File: src/design/snc_pkg.sv
// Package with constants and types for the series node count supervisor.
package snc_pkg;
	// Clock rate and indicator timing.
	localparam int unsigned CLK_HZ = 100_000_000;
	localparam int unsigned BLINK_HZ = 1;
	localparam int unsigned HALF_PERIOD_CYC = CLK_HZ / (2 * BLINK_HZ);
	// Node count width: up to 32 nodes plus a terminator position.
	localparam int unsigned CNT_W = 6;
	// Settle time after power-up before the wiring is judged, in cycles.
	localparam int unsigned SETTLE_CYC = 16;
	// Cycles the save takes in the non-volatile store model.
	localparam int unsigned SAVE_CYC = 32;
	// Stored configuration at power-up: nothing taught in.
	localparam logic STORED_VALID_RST = 1'b0;
	localparam logic CHECK_OFF_RST = 1'b0;

	// Supervisor states.
	typedef enum logic [2:0]
	{
		SNC_SETTLE = 3'b000,
		SNC_UNCONF = 3'b001,
		SNC_SAVING = 3'b010,
		SNC_SAVED = 3'b011,
		SNC_RUN = 3'b100,
		SNC_FAULT = 3'b101
	} snc_state_e;
endpackage : snc_pkg

File: src/design/snc_blink.sv
// Counter divider that toggles a blink phase level at the indicator rate.
`timescale 1ns/1ps
`default_nettype none
module snc_blink
#(
	parameter int unsigned HALF_CYC = snc_pkg::HALF_PERIOD_CYC
)
(
	input wire logic clk,
	input wire logic rst,
	output logic phase
);
	logic [26:0] cnt_r;
	logic [26:0] cnt_nxt;
	logic phase_r;
	logic phase_nxt;

	// Counter wraps each half period; the phase flips on each wrap.
	always_comb
	begin
		cnt_nxt = cnt_r + 27'h0000001;
		phase_nxt = phase_r;
		if (cnt_r == 27'(HALF_CYC - 1))
		begin
			cnt_nxt = 27'h0000000;
			phase_nxt = ~phase_r;
		end
	end

	always_ff @(posedge clk)
	begin
		if (rst)
		begin
			cnt_r <= 27'h0000000;
			phase_r <= 1'b0;
		end
		else
		begin
			cnt_r <= cnt_nxt;
			phase_r <= phase_nxt;
		end
	end

	assign phase = phase_r;
endmodule // snc_blink
`default_nettype wire

File: src/design/snc_supervisor.sv
// Node count teach-in and power-up check for the series connection head.
// Summary of operation
// With no valid stored configuration the mode LED flashes red at 1 Hz.
// Teach-in is asked for by one controller output on both test inputs.
// No IO-Link session may be opened during teach-in.
// Teach-in power-up stores the count, LED alternating red and green.
// After a successful save the LED flashes green at 1 Hz.
// Normal wiring feeds each test input from its own controller output.
// Each normal power-up compares the node count with the stored count.
// A new teach-in overwrites any stored configuration for good.
// Teach-in without terminator erases the set-up; the LED flashes red.
// Teach-in with the terminator on the device turns all checks off.
// A count mismatch keeps safe outputs off and shows a fault.
`timescale 1ns/1ps
`default_nettype none
module snc_supervisor
#(
	parameter int unsigned HALF_CYC = snc_pkg::HALF_PERIOD_CYC,
	parameter int unsigned NODE_W = snc_pkg::CNT_W
)
(
	// Clock and reset; reset stands for power-on.
	input wire logic SYS_CLK,
	input wire logic RESET,
	// Test input pins from the safety controller.
	input wire logic FIRST_TEST_INPUT,
	input wire logic SECOND_TEST_INPUT,
	// Node chain discovery results.
	input wire logic [NODE_W-1:0] NODE_COUNT,
	input wire logic TERMINATOR_SEEN,
	input wire logic COUNT_VALID,
	// Safe output permission and indicator.
	output logic SAFE_ENABLE,
	output logic LED_RED,
	output logic LED_GREEN,
	output logic FAULT,
	output logic TEACH_ACTIVE
);
	snc_pkg::snc_state_e state_r;
	snc_pkg::snc_state_e state_nxt;
	logic [1:0] a_sync_r;
	logic [1:0] b_sync_r;
	logic [7:0] tmr_r;
	logic [7:0] tmr_nxt;
	// The store powers up blank: nothing taught in, checks on.
	logic stored_valid_r = snc_pkg::STORED_VALID_RST;
	logic stored_valid_nxt;
	logic check_off_r = snc_pkg::CHECK_OFF_RST;
	logic check_off_nxt;
	logic [NODE_W-1:0] stored_cnt_r = '0;
	logic [NODE_W-1:0] stored_cnt_nxt;
	logic teach_wiring;
	logic phase;
	logic red_nxt;
	logic green_nxt;
	logic safe_nxt;
	logic fault_nxt;
	logic teach_nxt;
	logic red_r;
	logic green_r;
	logic safe_r;
	logic fault_r;
	logic teach_r;

	// Blink phase at the indicator rate.
	snc_blink #(.HALF_CYC(HALF_CYC)) u_blink
	(
		.clk(SYS_CLK),
		.rst(RESET),
		.phase(phase)
	);

	// Pins are asynchronous, so both pass two flip-flops first.
	always_ff @(posedge SYS_CLK)
	begin
		if (RESET)
		begin
			a_sync_r <= 2'h0;
			b_sync_r <= 2'h0;
		end
		else
		begin
			a_sync_r <= {a_sync_r[0], FIRST_TEST_INPUT};
			b_sync_r <= {b_sync_r[0], SECOND_TEST_INPUT};
		end
	end

	// Both inputs carry the same test pulses only in teach-in wiring.
	// Pulses are compared level by level; a skewed pair can read as equal
	// briefly, which is why the decision waits for the settle time.
	assign teach_wiring = (a_sync_r[1] == b_sync_r[1]);

	// Supervisor state machine; decisions are taken once per power-up.
	always_comb
	begin
		state_nxt = state_r;
		tmr_nxt = tmr_r;
		stored_valid_nxt = stored_valid_r;
		check_off_nxt = check_off_r;
		stored_cnt_nxt = stored_cnt_r;
		case (state_r)
			snc_pkg::SNC_SETTLE:
			begin
				if (tmr_r == 8'(snc_pkg::SETTLE_CYC - 1) && COUNT_VALID)
				begin
					tmr_nxt = 8'h00;
					if (teach_wiring)
					begin
						// Old configuration is discarded without copy.
						stored_cnt_nxt = NODE_COUNT;
						check_off_nxt = TERMINATOR_SEEN &&
							(NODE_COUNT == '0);
						stored_valid_nxt = TERMINATOR_SEEN;
						state_nxt = snc_pkg::SNC_SAVING;
					end
					else if (!stored_valid_r)
						state_nxt = snc_pkg::SNC_UNCONF;
					else if (check_off_r ||
						NODE_COUNT == stored_cnt_r)
						state_nxt = snc_pkg::SNC_RUN;
					else
						state_nxt = snc_pkg::SNC_FAULT;
				end
				else if (tmr_r != 8'(snc_pkg::SETTLE_CYC - 1))
					tmr_nxt = tmr_r + 8'h01;
			end
			snc_pkg::SNC_SAVING:
			begin
				tmr_nxt = tmr_r + 8'h01;
				if (tmr_r == 8'(snc_pkg::SAVE_CYC - 1))
				begin
					tmr_nxt = 8'h00;
					state_nxt = stored_valid_r ? snc_pkg::SNC_SAVED :
						snc_pkg::SNC_UNCONF;
				end
			end
			snc_pkg::SNC_UNCONF, snc_pkg::SNC_SAVED, snc_pkg::SNC_RUN,
			snc_pkg::SNC_FAULT:
				state_nxt = state_r; // Held until the next power-up.
			default:
				state_nxt = snc_pkg::SNC_SETTLE;
		endcase
	end

	// Output decode; only a normally wired start with a matching count or with checks off enables outputs.
	always_comb
	begin
		red_nxt = 1'b0;
		green_nxt = 1'b0;
		safe_nxt = 1'b0;
		fault_nxt = 1'b0;
		teach_nxt = 1'b0;
		case (state_nxt)
			snc_pkg::SNC_UNCONF:
				red_nxt = phase;
			snc_pkg::SNC_SAVING:
			begin
				red_nxt = phase;
				green_nxt = ~phase;
				teach_nxt = 1'b1;
			end
			snc_pkg::SNC_SAVED:
				green_nxt = phase;
			snc_pkg::SNC_RUN:
			begin
				green_nxt = 1'b1;
				safe_nxt = 1'b1;
			end
			snc_pkg::SNC_FAULT:
			begin
				red_nxt = 1'b1;
				fault_nxt = 1'b1;
			end
			default:
				teach_nxt = 1'b0;
		endcase
	end

	// State and output registers; power-on reset restarts the settle
	// wait, while the stored configuration below is kept across it.
	always_ff @(posedge SYS_CLK)
	begin
		if (RESET)
		begin
			state_r <= snc_pkg::SNC_SETTLE;
			tmr_r <= 8'h00;
			red_r <= 1'b0;
			green_r <= 1'b0;
			safe_r <= 1'b0;
			fault_r <= 1'b0;
			teach_r <= 1'b0;
		end
		else
		begin
			state_r <= state_nxt;
			tmr_r <= tmr_nxt;
			red_r <= red_nxt;
			green_r <= green_nxt;
			safe_r <= safe_nxt;
			fault_r <= fault_nxt;
			teach_r <= teach_nxt;
		end
	end

	// Stored configuration. It stands for the non-volatile store, so it
	// is frozen while power-on reset is applied; only a teach-in
	// decision changes it, which lets a taught count survive power-ups.
	always_ff @(posedge SYS_CLK)
	begin
		if (!RESET)
		begin
			stored_valid_r <= stored_valid_nxt;
			check_off_r <= check_off_nxt;
			stored_cnt_r <= stored_cnt_nxt;
		end
	end

	assign SAFE_ENABLE = safe_r;
	assign LED_RED = red_r;
	assign LED_GREEN = green_r;
	assign FAULT = fault_r;
	assign TEACH_ACTIVE = teach_r;
endmodule // snc_supervisor
`default_nettype wire

File: config.mk
export PLATFORM = sky130hd
export DESIGN_NAME = snc_supervisor
export DESIGN_NICKNAME = d
export VERILOG_FILES = /design/src/design/snc_pkg.sv /design/src/design/snc_blink.sv /design/src/design/snc_supervisor.sv
export SDC_FILE = /design/constraint.sdc
export NUM_CORES = 1
export LEC_CHECK = 0
export ABC_AREA = 1
export BUFFER_PORTS_ARGS = -buffer_cell sky130_fd_sc_hd__buf_2
export CORE_UTILIZATION = 65
export CTS_CLUSTER_DIAMETER = 120
export DETAILED_ROUTE_END_ITERATION = 16
export GPL_ROUTABILITY_DRIVEN = 0
export PLACE_DENSITY = 0.84
export SLEW_MARGIN = 5
export SYNTH_ARGS = -nofsm -noshare
export SYNTH_HDL_FRONTEND = slang
export SYNTH_SLANG_ARGS = --single-unit
export TNS_END_PERCENT = 10
File: constraint.sdc
create_clock -name SYS_CLK -period 5.3 [get_ports SYS_CLK]
set_clock_uncertainty 0.05 [all_clocks]
set_input_delay 1.325 -clock SYS_CLK [delete_from_list [all_inputs] [get_ports SYS_CLK]]
set_output_delay 1.325 -clock SYS_CLK [all_outputs]
set_load 0.1 [all_outputs]
---- After elaboration in Yosys (flattened, before gate mapping) ----
Index checks and enable logic that the tools add are counted.
cells by class
  $add $sub $neg .......................... 2
  bitwise operators ....................... 2
  reductions and logical operators ........ 11
  mux-type cells .......................... 16
  eq/ne operators ......................... 17
operators by type and width
  kind                   count
  $add 27x1->27 const B  1
  $eq 27x26->1 const B   1
  $mux 8                 3
  $pmux 8 s2             1
  $eq 3x2->1 const B     4
  $eq 3x3->1 const B     4
  $mux 3                 4
  $pmux 3 s3             1
  $add 8x1->8 const B    1
  $eq 8x4->1 const B     1
  $eq 8x5->1 const B     1
  $ne 8x4->1 const B     1
  $eq 3x1->1 const B     2
  $eq 6x6->1             1
  $logic_not 6->1        1
  $mux 1                 4
  $reduce_and 4->1       1
  $reduce_or 2->1        2
  $reduce_or 4->1        1
  $logic_not 3->1        1
  $ne 3x3->1 const B     1
  $pmux 1 s3             1
  $logic_and 1x1->1      2
  $mux 2                 1
  6 further kinds        7
word-level totals
  output and inout bits ................... 5
  register bits after elaboration ......... 56
  bits of input ports ..................... 12
  word-level logic and storage cells ...... 62

---- Depth between registers and ports, before layout ----
  depth in word-level cells ............... 10
  gate-level depth with buffers ........... 13
  gate-level depth less buffers ........... 13

---- Hierarchy ----
Synthesis repeated with hierarchy kept, for this count alone.
unflattened totals
  cells, all modules ...................... 421
  area total of the unflattened synthesis .. 2,844.0 um2
modules (own cells, without submodules)
  module          sequential area each (um2)  cells an instance  area each (um2)  times used
  snc_blink       560.5                       244                1,527.7          1
  snc_supervisor  640.6                       177                1,316.3          1

---- Worst setup path after synthesis ----
No wires, ideal clock.
  kind .................................... in2reg
  from .................................... input COUNT_VALID
  to ...................................... register check_off_r, enable pin
  arrival time ............................ 1.935 ns
  cell stages on the path ................. 4
  library setup time ...................... 0.370 ns
  buffers on the path ..................... 0
  setup slack ............................. 2.944 ns
  required time ........................... 4.880 ns
  path through ............................ nand2_1 nor2_2 nand2_1 nor2_1
between the ends
  cells in the longest elaborated chain, start to end .. 2
RTL lines
  item                        RTL line               RTL
  from (decl)                 snc_supervisor.sv:31   input wire logic COUNT_VALID,
  $logic_and 1x1->1           snc_supervisor.sv:104  if (tmr_r == 8'(snc_pkg::SETTLE_CYC - 1) && COUNT_VALID)
  $reduce_and 4->1 (no line)  --
  to (signal assigned)        snc_supervisor.sv:213  check_off_r <= check_off_nxt;
  to (decl)                   snc_supervisor.sv:48   logic check_off_r = snc_pkg::CHECK_OFF_RST;
No other way between the ends.
A chain may end at the register's enable or synchronous reset.

---- Worst setup path in the final report ----
  from .................................... register red_r, in the netlist LED_RED
  to ...................................... output LED_RED
RTL lines
  item                    RTL line               RTL
  from (decl)             snc_supervisor.sv:59   logic red_r;
  from (signal assigned)  snc_supervisor.sv:197  red_r <= red_nxt;
  to (decl)               snc_supervisor.sv:34   output logic LED_RED,
No word-level cell between the ends.

==> impl_metrics.yaml <==
run_status:
  outcome: "finished clean"
layout:
  antenna_cells: 0
  area_growth_pct: 7.27
  multi_input_area_sq_mm: 0.00140
  fillers: 346
  seqCellArea_sq_mm: 0.00120
  fraction_of_layout_cells_with_a_size_suffix_above_1_pct: 16.3
  final_core_utilization_pct: 74.5
  design.final.nets: 419
logic_synthesis:
  syn_inst: 385
  muxShareOfSynthArea_pct: 0
  synth-seq-area-share_pct: 42.0
  syn-mean-instance-area_sq_um: 7.42
  ys_seq_elements: 56
  async_reset_ff_share_pct: 0
  synth_xor_xnor_area_share_pct: 3.68
  synth-adder-area-share_pct: 0.876
  synth_largest_type_area_fraction_pct: 33.6
  synthesis.area_sq_mm: 0.00286
  ys_types: 38
  ys_dominant_reg_cell: "dfxtp_1"
  synth-edff-count: 8
  synth_nets: 399
  post_synth_simple_gate_area_pct: 39.3
  synth_compound_area_share_pct: 5.08
  synth_top_cells_by_area: "dfxtp_1 34%, nand2_1 11%, edfxtp_1 8.4%"
  ys.warnings.count: 0
  synth_top_family_by_area: "simple AND/OR/NAND/NOR gates"
  synth.largest_area_cell: "dfxtp_1"
clock_network:
  tritoncts: "yes"
  clk-insertion-delay-late_ps: 310
  cts_resized: 0
  postCtsHoldBufs: 0
  clk_pin_slew_worst_paths_ps: 100
  cts_setup_buffers: 0
  ctsHtreeMaxLevel: 2
  clkSinkCount: 56
  clk_path_buf_depth: 2
  numCtsBuffers: 5
  clock-root-buffer: "clkbuf_8"
detailed_routing:
  drcViolationCount: 0
  drt_pass1_iterations: 4
  route.final.wire_length_microns: 5090
  detail-route-antenna-nets: 0
  detail_route.iter0.violations: 141
  num_vias: 2379
  wl_per_cell_microns: 11.2
  viasPerCell: 5.22
floorplan:
  dieWidth_microns: 68.3
  die_height_microns: 68.3
  design.core.area_sq_mm: 0.00412
  fp.dieArea_sq_mm: 0.00467
  start_util_pct: 69.4
  num_rows: 23
  top_level_ports: 17
sta:
  worstMarginPinSlew_ps: 669
  clock.fmax_mhz: 412
  slew_headroom_pct: 55.2
  aggregate_negative_setup_slack_ps: 0
  post-route-period-util_pct: 45.8
  grt_setup_unrepaired: "no"
  number_of_hold_slack_violations_in_the_final_timing_report: 0
  post-route-min-period_ps: 2430
  slew_viol_final: 0
  report.final.setup_viol: 0
min_path:
  timing.hold.worst.class: "flop to flop"
global_route:
  groute.layer.met1.usage_pct: 28.5
  global_route.usage.total_pct: 25.3
  grt.overflow.total: 0
  wire_length_of_the_first_global_routing_pass_microns: 8910
  grt_max_degree: 28
  globalRouteMet2Util_pct: 47.7
  grt_use_met3_pct: 3.50
  antenna_violations_before_repair: 0
  first_global_vias: 2246
  gr-max-usage-layer: "met2"
power_and_ir_drop:
  finalPower_uw: 703
  leakagePower_nw: 1.20
  irDropWorstVdd_v: 0.000181
  power_density_mw_per_mm2: 229
worst_setup_path:
  timing.critical_path.cells: "buf_2"
  worstPathRequired_ps: 3920
  cp.buffers_inverters: 1
  crit_path_max_fanout: 1
  worst_path_max_delay_cell: "buf_2"
  start_kind: "flop"
  critical_path.top_delay_family: "buffers and inverters"
  critical_path_arrival_ps: 1050
  timing_worst_setup_path_type: "flop to output pin"
  worst_setup_path_end_kind: "output pin"
  critical_path.max_stage_delay_ps: 420
place:
  placement.io_buffers: 16
  dpl.hpwl_microns: 3900
run:
  maxCapViolations: 0
tightest hold or removal path, cell delays in order (launching register included):
cell	delay (ps)
dfxtp_1	310
inv_1	40
nor2_1	30
report_power, final:
| part | internal [mW] | switching (mW) |
|---|---|---|
| combinational | 0.0105 | 0.0172 |
| sequential | 0.435 | 0.00310 |
| clock | 0.0950 | 0.142 |
worst paths after layout:
path / start / endpoint / slack (ps) / depth (start not counted)
setup / recovery: LED_RED / LED_RED / 2870 / 1
hold / removal: b_sync_r[0] / b_sync_r[1] / 360 / 2
setup reg to reg: tmr_r[0] / stored_cnt_r[0] / 3180 / 7
hold reg to reg: b_sync_r[0] / b_sync_r[1] / 360 / 2
through the flow:
step | cell area [sq um] | instances | hold WS, ps | setup slack, ps
6_report | 3070 | 456 | 363 | 2870
5_1_grt | 3070 | 456 | 399 | 2810
4_1_cts | 3070 | 456 | 366 | 2860
3_5_place_dp | 2970 | 448 | 354 | 2630
3_3_place_gp | 2970 | 448 | 344 | 2690
2_1_floorplan | 2860 | 385 | 338 | 2940
cells in the final DEF (no fill, tap or decap), drive strengths merged:
cell type	n
edfxtp	8
a31oi	1
nor3b	6
a211oi	1
ha	2
nor2	60
nor4	4
buf	16
xnor2	3
clkbuf	5
nand4	7
and3	1
o21a	1
dfxtp	48
nor3	21
clkinv	3
nand3b	2
inv	62
xor2	9
or2	5
nand3	25
a21oi	16
nand2	92
o21ai	8
per-layer routing:
metal | up-vias | wire [microns] | part of all wire (%)
met3 | 9 | 132 | 2.6
li1 | 1255 | - | -
met4 | 0 | 95 | 1.9
met1 | 1076 | 2240 | 44
met5 | - | 0 | 0
met2 | 39 | 2630 | 52
kinds of logic (layout without fill, tap and decap cells):
| kind of cell | after synthesis | count (layout) |
|---|---|---|
| AOI/OAI and AO/OA | 27 | 27 |
| xor gates and xnor gates | 12 | 12 |
| adders and majority gates | 2 | 2 |
| buffers and inverters | 65 | 86 |
| DFF | 56 | 56 |
| and+or+nand+nor | 223 | 223 |
Yosys cell counts, types with 2 or more instances:
library cell  count
inv_2             9
a21oi_1          15
ha_1              2
or2_2             2
nand3b_1          2
nor3b_1           2
nand2_4           2
nand3_1          24
nand2_2           7
xnor2_1           3
buf_6             2
nor2_1           52
o21ai_1           4
dfxtp_1          48
or2_0             2
nand2_1          83
nand4_1           7
edfxtp_1          8
nor3_2            7
o21ai_0           4
nor2_4            3
nor4_1            3
nor3b_2           4
nor3_1           14
inv_1            52
nor2_2            4
xor2_1            9
registers in the layout, indices dropped and copies added, names as in the netlist:
name and count:
u_blink.cnt_r 27, tmr_r 8, stored_cnt_r 6, state_r 3, a_sync_r 2, b_sync_r 2, FAULT 1, LED_GREEN 1
LED_RED 1, SAFE_ENABLE 1, TEACH_ACTIVE 1, check_off_r 1, stored_valid_r 1, u_blink.phase 1
cell type report:
class / count / share of cell area, %
clock buffers: 5 / 2.24
repair buffers: 16 / 2.61
well taps: 50 / 2.04
multi-input cells: 264 / 45.6
inverters: 62 / 7.59
clock inverters: 3 / 0.735
flip-flops and latches: 56 / 39.2
No activity file was read; power rests on OpenSTA's default activity.
